===== config.mk =====
export PLATFORM = sky130hd
export DESIGN_NAME = nvmcwp_gate
export DESIGN_NICKNAME = d
export VERILOG_FILES = /design/src/pkg/nvmcwp_pkg.sv /design/src/rtl/nvmcwp_gate.sv /design/src/rtl/nvmcwp_uid_mem.sv
export SDC_FILE = /design/constraint.sdc
export NUM_CORES = 1
export LEC_CHECK = 0
export ABC_AREA = 1
export BUFFER_PORTS_ARGS = -buffer_cell sky130_fd_sc_hd__buf_2
export CAP_MARGIN = 20
export CORE_ASPECT_RATIO = 0.7
export CORE_MARGIN = 2
export CORE_UTILIZATION = 47
export DETAILED_ROUTE_END_ITERATION = 12
export MAX_ROUTING_LAYER = met4
export PLACE_DENSITY = 0.73
export RECOVER_POWER = 50
export REMOVE_ABC_BUFFERS = 1
export SKIP_LAST_GASP = 1
export SLEW_MARGIN = 20
export SYNTH_ARGS = -nofsm -noshare
export SYNTH_HDL_FRONTEND = slang
export SYNTH_SLANG_ARGS = --single-unit

===== constraint.sdc =====
create_clock -name clock -period 2.3 [get_ports clock]
set_input_delay 0.46 -clock clock [delete_from_list [all_inputs] [get_ports clock]]
set_output_delay 0.46 -clock clock [all_outputs]
set_load 0.01 [all_outputs]

===== src/pkg/nvmcwp_pkg.sv =====
// package for the nvm code write protection gate: constants and carriers
// assumes one 125 MHz clock, synchronous active-high reset, no software registers
// Behaviour
// - program protect low blocks external program access, reads zero
// - cpu program reads never gated
// - self-write permission uses guard size only
// - data protect low blocks external eeprom access
// - cpu eeprom access never gated
// - program and data protection independent bits
// - two-bit field sizes self-write guarded block
// - four user id words readable and writable
// - device and revision id fixed, read-only
// - external tool can read ids whatever the protection, except in a cycle the cpu takes
package nvmcwp_pkg;
    // ******************************************************
    // widths and address map
    // ******************************************************
    localparam int ADDR_W = 16; // word address width
    localparam int DATA_W = 14; // nvm word width
    localparam logic [ADDR_W-1:0] USER_ID_BASE = 16'h8000; // first user id word
    localparam logic [ADDR_W-1:0] USER_ID_LAST = 16'h8003; // last user id word
    localparam logic [ADDR_W-1:0] REV_ID_ADDR = 16'h8005; // revision id word
    localparam logic [ADDR_W-1:0] DEV_ID_ADDR = 16'h8006; // device id word
    localparam logic [ADDR_W-1:0] EE_BASE = 16'hF000; // start of data eeprom window
    localparam logic [ADDR_W-1:0] EE_LAST = 16'hF0FF; // end of data eeprom window
    localparam int UID_DEPTH = 4; // user id words
    localparam logic [DATA_W-1:0] ZERO_WORD = 14'h0000; // blocked read answer
    // ******************************************************
    // self-write guard block ends (word address, exclusive)
    // ******************************************************
    localparam logic [ADDR_W-1:0] GUARD_END_0 = 16'h1000; // field 00: low half
    localparam logic [ADDR_W-1:0] GUARD_END_1 = 16'h0800; // field 01: low quarter
    localparam logic [ADDR_W-1:0] GUARD_END_2 = 16'h0200; // field 10: boot block
    localparam logic [1:0] GUARD_OFF = 2'h3; // field 11: nothing guarded
    // ******************************************************
    // identification values (arbitrary, neutral)
    // ******************************************************
    localparam logic [DATA_W-1:0] DEV_ID_VAL = 14'h1234; // arbitrary value
    localparam logic [DATA_W-1:0] REV_ID_VAL = 14'h0101; // arbitrary value
    // ******************************************************
    // carriers
    // ******************************************************
    typedef struct packed {
        logic rd; // read strobe, one cycle
        logic wr; // write strobe, one cycle
        logic [ADDR_W-1:0] addr; // word address
        logic [DATA_W-1:0] wdata; // write data
    } nvmcwp_req_t;
    typedef struct packed {
        logic programProtect_n; // low: program memory locked
        logic dataProtect_n; // low: eeprom locked
        logic [1:0] selfWriteGuardSize; // guarded block size
    } nvmcwp_cfg_t;
endpackage : nvmcwp_pkg


===== src/rtl/nvmcwp_gate.sv =====
// access gate between cpu / external tool and the nonvolatile arrays
// assumes arrays answer in the same cycle as a forwarded read; config pins come from fuses
`timescale 1ns/100ps
module nvmcwp_gate (
    input wire logic clock, // system clock, 125 MHz
    input wire logic rst, // synchronous reset, active high
    input wire nvmcwp_pkg::nvmcwp_cfg_t cfgIn, // configuration word bits from fuses
    input wire nvmcwp_pkg::nvmcwp_req_t extReq, // external tool request
    input wire nvmcwp_pkg::nvmcwp_req_t cpuReq, // cpu request
    input wire logic [nvmcwp_pkg::DATA_W-1:0] pmRdata, // program array read data
    input wire logic [nvmcwp_pkg::DATA_W-1:0] eeRdata, // eeprom array read data
    output nvmcwp_pkg::nvmcwp_req_t pmReq, // forwarded program array request
    output nvmcwp_pkg::nvmcwp_req_t eeReq, // forwarded eeprom request
    output logic [nvmcwp_pkg::DATA_W-1:0] extRdata, // external read answer
    output logic extRvalid, // external answer valid pulse
    output logic extRefused, // external access refused pulse
    output logic [nvmcwp_pkg::DATA_W-1:0] cpuRdata, // cpu read answer
    output logic cpuRvalid, // cpu answer valid pulse
    output logic cpuWrRefused // cpu self-write refused pulse
);
    import nvmcwp_pkg::*;
    // ******************************************************
    // decode helpers
    // ******************************************************
    function automatic logic isEe(input logic [ADDR_W-1:0] a); // eeprom window
        return (a >= EE_BASE) && (a <= EE_LAST);
    endfunction : isEe
    function automatic logic isUid(input logic [ADDR_W-1:0] a); // user id words
        return (a >= USER_ID_BASE) && (a <= USER_ID_LAST);
    endfunction : isUid
    function automatic logic isId(input logic [ADDR_W-1:0] a); // fixed id words
        return (a == DEV_ID_ADDR) || (a == REV_ID_ADDR);
    endfunction : isId
    function automatic logic isPm(input logic [ADDR_W-1:0] a); // program space
        return !a[ADDR_W-1];
    endfunction : isPm

    // ******************************************************
    // configuration capture
    // ******************************************************
    nvmcwp_cfg_t cfg_r; // held configuration
    logic cfgLoad_r; // one-shot load after reset release
    always_ff @(posedge clock) begin
        if (rst) begin
            cfg_r <= '0;
            cfgLoad_r <= 1'b1;
        end else if (cfgLoad_r) begin
            cfg_r <= cfgIn;
            cfgLoad_r <= 1'b0;
        end
    end
    // until loaded, cfgLoad_r keeps external program and eeprom access and cpu program writes locked

    // ******************************************************
    // access decisions
    // ******************************************************
    wire extPmOk = cfg_r.programProtect_n && !cfgLoad_r;
    wire extEeOk = cfg_r.dataProtect_n && !cfgLoad_r;
    wire extAny = extReq.rd || extReq.wr; // external strobe
    wire cpuAny = cpuReq.rd || cpuReq.wr; // cpu strobe
    wire extIsEe = isEe(extReq.addr); // external eeprom target
    wire extIsPm = isPm(extReq.addr); // external program target
    wire extIsUid = isUid(extReq.addr); // external user id target
    wire extIsId = isId(extReq.addr); // external fixed id target
    wire cpuIsEe = isEe(cpuReq.addr); // cpu eeprom target
    wire cpuIsPm = isPm(cpuReq.addr); // cpu program target
    wire cpuIsUid = isUid(cpuReq.addr); // cpu user id target
    logic [ADDR_W-1:0] guardEnd; // end of self-write guarded block
    always_comb begin
        case (cfg_r.selfWriteGuardSize)
            2'h0: guardEnd = GUARD_END_0;
            2'h1: guardEnd = GUARD_END_1;
            2'h2: guardEnd = GUARD_END_2;
            default: guardEnd = 16'h0000;
        endcase
    end
    // guard uses only the write-guard field, never the code-protect bit
    wire cpuInGuard = (cfg_r.selfWriteGuardSize != GUARD_OFF)
        && (cpuReq.addr < guardEnd);
    wire cpuPmWrOk = cpuReq.wr && cpuIsPm && !cpuInGuard && !cfgLoad_r;
    // external refusal: program or eeprom locked; fixed id reads never refused, writes refused
    wire extBlocked = extAny && !extIsId
        && ((extIsPm && !extPmOk) || (extIsEe && !extEeOk));
    wire extPass = extAny && !extBlocked; // allowed external access
    // cpu takes priority on a collision; external retries
    wire cpuOwns = cpuAny; // cpu wins the array port
    wire extGo = extPass && !cpuOwns; // external forwarded this cycle

    // ******************************************************
    // user id memory
    // ******************************************************
    wire uidCpuWr = cpuReq.wr && cpuIsUid;
    wire uidExtWr = extGo && extReq.wr && extIsUid; // tool writes ids too
    wire [ADDR_W-1:0] uidAddr = uidCpuWr || (cpuReq.rd && cpuIsUid) ? cpuReq.addr
        : extReq.addr;
    wire [DATA_W-1:0] uidWdata = uidCpuWr ? cpuReq.wdata : extReq.wdata;
    logic [DATA_W-1:0] uidRdata; // registered id word
    nvmcwp_uid_mem nvmcwp_uid_mem_inst (
        .clock(clock),
        .rst(rst),
        .wrEn(uidCpuWr || uidExtWr),
        .wrIdx(uidAddr[1:0]),
        .wrData(uidWdata),
        .rdIdx(uidAddr[1:0]),
        .rdData(uidRdata)
    );

    // ******************************************************
    // forwarding to the arrays (ids never forwarded as writes)
    // ******************************************************
    nvmcwp_req_t pmReq_nxt; // next program array request
    nvmcwp_req_t eeReq_nxt; // next eeprom request
    always_comb begin
        pmReq_nxt = '0;
        eeReq_nxt = '0;
        if (cpuAny) begin
            if (cpuIsPm) begin
                pmReq_nxt = cpuReq;
                pmReq_nxt.wr = cpuPmWrOk;
            end else if (cpuIsEe) begin
                eeReq_nxt = cpuReq;
            end
        end else if (extGo) begin
            if (extIsPm) begin
                pmReq_nxt = extReq;
            end else if (extIsEe) begin
                eeReq_nxt = extReq;
            end
        end
    end

    // ******************************************************
    // answer tracking: source of the pending read
    // ******************************************************
    typedef enum logic [2:0] {SRC_NONE, SRC_PM, SRC_EE, SRC_UID, SRC_DEV, SRC_REV,
        SRC_ZERO} nvmcwp_src_t;
    nvmcwp_src_t cpuSrc_r; // cpu read source
    nvmcwp_src_t extSrc_r; // external read source
    function automatic nvmcwp_src_t srcOf(input logic [ADDR_W-1:0] a);
        if (isPm(a)) return SRC_PM;
        if (isEe(a)) return SRC_EE;
        if (isUid(a)) return SRC_UID;
        if (a == DEV_ID_ADDR) return SRC_DEV;
        if (a == REV_ID_ADDR) return SRC_REV;
        return SRC_ZERO;
    endfunction : srcOf
    wire nvmcwp_src_t extSrc_nxt = !extReq.rd ? SRC_NONE
        : extBlocked ? SRC_ZERO : extGo ? srcOf(extReq.addr) : SRC_NONE;
    wire nvmcwp_src_t cpuSrc_nxt = cpuReq.rd ? srcOf(cpuReq.addr) : SRC_NONE;
    function automatic logic [DATA_W-1:0] pick(input nvmcwp_src_t s,
        input logic [DATA_W-1:0] pm, input logic [DATA_W-1:0] ee,
        input logic [DATA_W-1:0] uid);
        case (s)
            SRC_PM: return pm;
            SRC_EE: return ee;
            SRC_UID: return uid;
            SRC_DEV: return DEV_ID_VAL;
            SRC_REV: return REV_ID_VAL;
            default: return ZERO_WORD;
        endcase
    endfunction : pick

    // ******************************************************
    // registered outputs
    // ******************************************************
    always_ff @(posedge clock) begin
        if (rst) begin
            pmReq <= '0;
            eeReq <= '0;
            cpuSrc_r <= SRC_NONE;
            extSrc_r <= SRC_NONE;
            extRdata <= ZERO_WORD;
            extRvalid <= 1'b0;
            extRefused <= 1'b0;
            cpuRdata <= ZERO_WORD;
            cpuRvalid <= 1'b0;
            cpuWrRefused <= 1'b0;
        end else begin
            pmReq <= pmReq_nxt;
            eeReq <= eeReq_nxt;
            cpuSrc_r <= cpuSrc_nxt;
            extSrc_r <= extSrc_nxt;
            extRdata <= pick(extSrc_r, pmRdata, eeRdata, uidRdata);
            extRvalid <= extSrc_r != SRC_NONE;
            extRefused <= extBlocked || (extAny && extIsId && extReq.wr);
            cpuRdata <= pick(cpuSrc_r, pmRdata, eeRdata, uidRdata);
            cpuRvalid <= cpuSrc_r != SRC_NONE;
            cpuWrRefused <= cpuReq.wr && cpuIsPm && !cpuPmWrOk;
        end
    end
endmodule : nvmcwp_gate


===== src/rtl/nvmcwp_uid_mem.sv =====
// small register memory holding the four user id words
// assumes writes and reads come from the gate on the same clock
`timescale 1ns/100ps
module nvmcwp_uid_mem (
    input wire logic clock, // system clock
    input wire logic rst, // synchronous reset
    input wire logic wrEn, // write enable
    input wire logic [1:0] wrIdx, // write word index
    input wire logic [nvmcwp_pkg::DATA_W-1:0] wrData, // write data
    input wire logic [1:0] rdIdx, // read word index
    output logic [nvmcwp_pkg::DATA_W-1:0] rdData // registered read data
);
    import nvmcwp_pkg::*;
    logic [DATA_W-1:0] mem [UID_DEPTH]; // storage words
    // ******************************************************
    // storage and registered read port
    // ******************************************************
    always_ff @(posedge clock) begin
        if (rst) begin
            rdData <= ZERO_WORD;
        end else begin
            rdData <= mem[rdIdx];
        end
    end
    // write port
    always_ff @(posedge clock) begin
        if (wrEn) begin
            mem[wrIdx] <= wrData;
        end
    end
endmodule : nvmcwp_uid_mem


Yosys cells after proc, flatten, opt, wreduce, memory -nomap -nowiden
Memories as Yosys holds them, arrays and structs flattened. A register that Yosys moved wholly into a read port is not among the register bits.
Cells that the tools add are included.
{"block": "word_totals", "elab_cells": 165, "mem_count": 1, "input_bits": 98, "register_bits": 107, "ram_bits": 56, "out_inout_bits": 96, "rom_bits": 0, "latch_bits": 0}
{"name": "nvmcwp_uid_mem_inst.mem", "depth": 4, "width": 14, "read_ports": 1, "rd_clocked_by_memory_dff": 1, "wr": 1, "line": "nvmcwp_uid_mem.sv:14", "rtl": "logic [DATA_W-1:0] mem [UID_DEPTH];"}
{"block": "classes", "n_eq_ne": 17, "muxes": 68, "bitwise": 3, "n_addsub": 0, "div": 0, "order_cmp": 9, "shift": 0, "reduce_logical": 46, "n_mul": 0}
{"cell": "two-way mux 32 bit", "count": 10}
{"cell": "one-hot mux 14 bit (5 select lines)", "count": 2}
{"cell": "two-way mux 3 bit", "count": 22}
{"cell": "equality test 16 bit, second input constant", "count": 4}
{"cell": ">= comparator 16 bit, second input constant", "count": 4}
{"cell": "<= comparator 16 bit, second input constant", "count": 4}
{"cell": "one-hot mux 13 bit (3 select lines)", "count": 1}
{"cell": "two-way mux 1 bit", "count": 31}
{"cell": "logical AND 1 bit", "count": 23}
{"cell": "< comparator 16 x 13 -> 1 bit", "count": 1}
{"cell": "two-way mux 14 bit", "count": 1}
{"cell": "equality test 3 x 2 -> 1 bit, second input constant", "count": 4}
{"cell": "equality test 3 bit, second input constant", "count": 4}
{"cell": "logical NOT 1 bit", "count": 10}
{"cell": "logical OR 1 bit", "count": 7}
{"cell": "equality test 3 x 1 -> 1 bit, second input constant", "count": 2}
{"cell": "nonzero test 3 bit", "count": 2}
{"cell": "OR reduction 2 bit", "count": 2}
{"cell": "OR reduction 4 bit", "count": 1}
{"cell": "inverter 1 bit", "count": 3}
{"cell": "equality test 2 x 1 -> 1 bit, second input constant", "count": 1}
{"cell": "equality test 2 bit, second input constant", "count": 1}
{"cell": "logical NOT 2 bit", "count": 1}
{"cell": "two-way mux 2 bit", "count": 1}
{"cell": "!= test 2 bit, second input constant", "count": 1}

Depth between registers and ports, before layout
{"block": "logic_depth", "ltp_word": 20, "depth_mapped": 12, "depth_no_buf": 11}

Cells and area by module
From an unflattened synthesis, not the netlist that was laid out.
{"block": "hier_totals", "hier_cells": 968, "area_unflattened_um2": 7748.7}
{"mod": "nvmcwp_gate", "cells_each": 727, "seq_area_each_um2": 2122.0, "n_inst": 1, "area_per_inst_um2": 4951.0}
{"mod": "nvmcwp_uid_mem", "cells_each": 241, "seq_area_each_um2": 1961.9, "n_inst": 1, "area_per_inst_um2": 2797.7}

Worst setup path before layout
No wires, ideal clock.
{"block": "synth_timing", "path_kind": "input to register", "startpoint": "input port cpuReq[24] (netlist name)", "endpoint": "memory nvmcwp_uid_mem_inst.mem[2][0], enable pin", "setup_slack_ns": -0.138, "arrival_time_ns": 2.054, "cell_stages": 8, "setup_time_ns": 0.384, "path_buffers": 1, "required_time_ns": 1.916, "path_cell_list": "nor2_1 > nand2_1 > nor2_4 > nand3_4 > o21ai_4 > buf_4 > nand2_1 > nor2_1"}
{"block": "synth_between", "elab_chain_len": 6, "elab_cells_between_ends": 10, "classes_between": "order compare (2); mux (3); reduce/logical (5)"}
{"item": "from (decl)", "line": "nvmcwp_gate.sv:9", "rtl": "input wire nvmcwp_pkg::nvmcwp_req_t cpuReq,"}
{"item": ">= comparator 16 bit / <= comparator 16 bit (equally long branches)", "line": "nvmcwp_gate.sv:29", "rtl": "return (a >= USER_ID_BASE) && (a <= USER_ID_LAST);"}
{"item": "logical AND 1 bit *", "line": "nvmcwp_gate.sv:29"}
{"item": "logical AND 1 bit", "line": "nvmcwp_gate.sv:92", "rtl": "wire uidCpuWr = cpuReq.wr && cpuIsUid;"}
{"item": "logical OR 1 bit", "line": "nvmcwp_gate.sv:101", "rtl": ".wrEn(uidCpuWr || uidExtWr),"}
{"item": "two-way mux 1 bit", "line": "nvmcwp_uid_mem.sv:27", "rtl": "if (wrEn) begin"}
{"item": "two-way mux 1 bit (not written as such)", "line": "nvmcwp_uid_mem.sv:28", "rtl": "mem[wrIdx] <= wrData;"}
{"item": "to (decl)", "line": "nvmcwp_uid_mem.sv:14"}
Every way passes the cells marked *; elsewhere a longest branch is shown, timed or not.

Worst setup path in the final report
{"block": "layout_timing", "startpoint": "register cfgLoad_r", "endpoint": "register eeReq[14] (netlist name)"}
{"block": "layout_between", "elab_chain_len": 11, "elab_cells_between_ends": 14, "classes_between": "mux (2); reduce/logical (12)"}
{"item": "from (decl)", "line": "nvmcwp_gate.sv:42", "rtl": "logic cfgLoad_r;"}
{"item": "from (signal assigned)", "line": "nvmcwp_gate.sv:46", "rtl": "cfgLoad_r <= 1'b1;"}
{"item": "from (signal assigned)", "line": "nvmcwp_gate.sv:49", "rtl": "cfgLoad_r <= 1'b0;"}
{"item": "logical NOT 1 bit *", "line": "nvmcwp_gate.sv:57, nvmcwp_gate.sv:58"}
{"item": "logical AND 1 bit, on equally long branches", "line": "nvmcwp_gate.sv:57, nvmcwp_gate.sv:58"}
{"item": "logical NOT 1 bit", "line": "nvmcwp_gate.sv:83", "rtl": "&& ((extIsPm && !extPmOk) || (extIsEe && !extEeOk));"}
{"item": "logical AND 1 bit", "line": "nvmcwp_gate.sv:83"}
{"item": "logical OR 1 bit *", "line": "nvmcwp_gate.sv:83"}
{"item": "logical AND 1 bit *", "line": "nvmcwp_gate.sv:83"}
{"item": "logical NOT 1 bit *", "line": "nvmcwp_gate.sv:84", "rtl": "wire extPass = extAny && !extBlocked;"}
{"item": "logical AND 1 bit *", "line": "nvmcwp_gate.sv:84"}
{"item": "logical AND 1 bit *", "line": "nvmcwp_gate.sv:87", "rtl": "wire extGo = extPass && !cpuOwns;"}
{"item": "two-way mux 32 bit *", "line": "nvmcwp_gate.sv:123", "rtl": "end else if (extGo) begin"}
{"item": "two-way mux 32 bit *", "line": "nvmcwp_gate.sv:116", "rtl": "if (cpuAny) begin"}
{"item": "to (signal assigned)", "line": "nvmcwp_gate.sv:180", "rtl": "eeReq <= eeReq_nxt;"}
{"item": "to (decl)", "line": "nvmcwp_gate.sv:13", "rtl": "output nvmcwp_pkg::nvmcwp_req_t eeReq,"}
Marked as above.
A chain may end at the register's enable or synchronous reset.

==> out/results.ini <==
[outcome]
run_status=finished clean

[synthesis]
synthSimpleGateAreaFrac_pct=22.2
ys_dominant_reg_cell=sky130_fd_sc_hd__dfxtp_1
dominant_combinational_cell_family_by_area_after_synthesis=simple AND/OR/NAND/NOR gates
yosys.area_share.xor_xnor_pct=0
synth_common_cells=sky130_fd_sc_hd__nand2_1 (229), sky130_fd_sc_hd__dfxtp_1 (120), sky130_fd_sc_hd__a21oi_1 (89)
synth.yosys.warnings=0
synthDominantAreaCellType=sky130_fd_sc_hd__dfxtp_1
synth-adder-area-share_pct=0.345
sequential_cell_area_fraction_in_the_yosys_report_pct=56.4
asyncSetResetFlopFracSynth_pct=0
synth_cells=819
synth_compound_area_share_pct=11.6
synth.mux.area_fraction_pct=1.93
yosys-top-cells-area=sky130_fd_sc_hd__dfxtp_1 (33%), sky130_fd_sc_hd__edfxtp_1 (23%), sky130_fd_sc_hd__nand2_1 (12%), sky130_fd_sc_hd__a21oi_1 (6.1%), sky130_fd_sc_hd__inv_1 (3.7%)
synth.top_cell.area_share_pct=33.1
synthMostInstantiatedCell=sky130_fd_sc_hd__nand2_1
synth_enable_flop_cells=56
synth.ff_latch_count=176
syn_area_per_cell_um2=8.85
netlist-cell-type-count=43
synth_area_um2=7250

[timing]
grt_setup_unrepaired=no
finalSetupViolations=0
worst_slew_pin_slew_ns=1.01
slew-limit-headroom_pct=32.5
maxClockFrequency_mhz=485
period_minus_slack_ns=2.06
hold_violations=0
timing.final.ws_setup_ns=0.237
clock_skew_ns=0.0116
fin_hold_ws_ns=0.265
period_share_pct=89.7
report.final.slew_viol_count=0

[cts]
cts.repair_timing.setup_buffer_count=0
numClockSinks=176
clock_tree_root_buffer_cell=sky130_fd_sc_hd__clkbuf_16
cts_hold_buf=0
cts-buffers-inserted=17
cts.reportedPaths.clkPinSlew_ns=0.07
clockBufferDepth=2
ctsHtreeMaxLevel=4
post_cts.resized_instances=0
cts_tree=done
insertion_delay_ns=0.42

[cells_and_area]
antenna_cells=0
post-route-util_pct=60.2
fillers=1340
final_nets=1125
total_area_of_sequential_cells_um2=4080
flow.area_growth_from_synthesis_pct=23.5
multi_input_area_um2=2640
stdcell_count=1233
layout_cells_sized_above_1_pct=18.5

[floorplan]
initial_core_util_pct=48.8
die_h_um=108
std_cell_rows=37
placeableCoreArea_um2=14900
design.die.area_um2=16400
die_w_um=152
pin_count=194

[global_routing]
grt_usage_pct=24.4
grt_start_max_net_pins=45
antenna_found_initial=0
grt_pass1_vias=5876
grt.overflow.total=0
grt_pass1_wl_mm=30.6

[routing]
ant_nets=0
detail_route.first_pass.iterations=5
dr_total_vias=6438
drtIter0Drc=613
finalWirelength_mm=19.7
post_detailed_route_via_to_cell_ratio=5.22
drc=0
drt-wirelength-per-cell_um=16.0

[critical_path]
worst-endpoint-required_ns=2.63
worst_path_most_repeated_cell=sky130_fd_sc_hd__nand2_1
critical_path_at_ns=2.39
cell_class_contributing_the_biggest_share_of_worst_path_delay=buffers and inverters
cp_slowest_stage_delay_ns=0.37
crit_slowest_cell=sky130_fd_sc_hd__clkinv_2
path_max_fanout=32
worst-setup-path-type=reg2reg
path_buf_inv=4
critPathCaptureType=flop
critPathLaunchType=flop
cp_cell_sequence=inv_1 -> nand2_1 -> nand2_1 -> nand2_1 -> inv_1 -> buf_4 -> nand3_1 -> clkinv_2 -> nand2_1 -> a21oi_1

[worst_hold_path]
min_path_type=in2reg

[placed_design]
place_ws_ns=-0.00849
place_congestion=0.909
hpwlAfterDp_mm=13.8
number_of_buffers_added_on_ports=192
numPlacedInstances=1201

[power]
p_total_mw=6.56
power_per_cell_area_nw_per_um2=733
p_leak_nw=3.74
peakVddDrop_v=0.000470

[run]
cap_viol_max_count=0

[power by group]
group          internal, mW  switching [mW]  total (mW)
Combinational         0.185           0.364       0.549
Clock                  1.46            1.25        2.71
Sequential             3.27          0.0290        3.30
Total                  4.91            1.64        6.56
[cell usage in the layout (no fill, tap or decap), types with 17 or more instances in the layout]
master and count:
sky130_fd_sc_hd__nand2_1 229, sky130_fd_sc_hd__dfxtp_1 120, sky130_fd_sc_hd__clkbuf_1 99, sky130_fd_sc_hd__buf_2 95, sky130_fd_sc_hd__a21oi_1 89, sky130_fd_sc_hd__inv_1 72, sky130_fd_sc_hd__edfxtp_1 56, sky130_fd_sc_hd__nand3_1 35
sky130_fd_sc_hd__nand4_1 34, sky130_fd_sc_hd__nor2_1 30, sky130_fd_sc_hd__buf_4 29, sky130_fd_sc_hd__clkbuf_16 17
[flip-flops by register name (all words and copies together) (netlist names)]
| register | cells |
|---|---|
| extRdata | 14 |
| cpuWrRefused | 1 |
| cpuRdata | 14 |
| extRvalid | 1 |
| cfg_r | 4 |
| extRefused | 1 |
| nvmcwp_uid_mem_inst.mem | 56 |
| extSrc_r | 3 |
| pmReq | 31 |
| cpuSrc_r | 3 |
| cpuRvalid | 1 |
| eeReq | 32 |
| cfgLoad_r | 1 |
| nvmcwp_uid_mem_inst.rdData | 14 |
[through the flow]
step / instance area, µm² / setup TNS, ns
global route: 8950 / 0
finish: 8950 / 0
global placement: 8530 / 0
floorplan: 7020 / -81.77
detailed placement: 8530 / -0.00849
CTS: 9080 / 0
[final timing paths]
kind / startpoint / end / slack (ns) / depth (start not counted)
worst max register to register: cfgLoad_r / eeReq[14] / 0.24 / 10
worst min-delay path: cfgIn[0] / cfg_r[0] / 0.26 / 3
worst min register to register: cfgLoad_r / cfg_r[2] / 0.49 / 2
worst max-delay path: cfgLoad_r / eeReq[14] / 0.24 / 10
[tightest hold or removal path, stage by stage]
cell	delay (ns)
sky130_fd_sc_hd__buf_2	0.08
sky130_fd_sc_hd__nor2_1	0.04
sky130_fd_sc_hd__nor2_1	0.08
[final cells by class]
type / count / share of cell area (%)
repair buffers: 227 / 12.6
flip-flops and latches: 176 / 45.6
multi-input cells: 524 / 29.5
inverters: 79 / 3.36
clock buffers: 19 / 5.06
clock inverters: 13 / 1.13
well taps: 195 / 2.73
[kinds of logic after synthesis]
family,count (synthesis)
muxes,14
buffers and inverters,123
DFF,176
adders and majority gates,2
and+or+nand+nor,359
AOI/OAI and AO/OA,144
other,1
[routing by layer]
metal / track usage, % / wire [µm] / vias to the layer above
met1: 35.0 / 9240 / 2925
met2: 35.1 / 8280 / 344
met5: - / 0 / -
met3: 5.80 / 1990 / 19
met4: 5.75 / 201 / 0
li1: - / - / 3150
No activity file was read; power rests on OpenSTA's default activity.
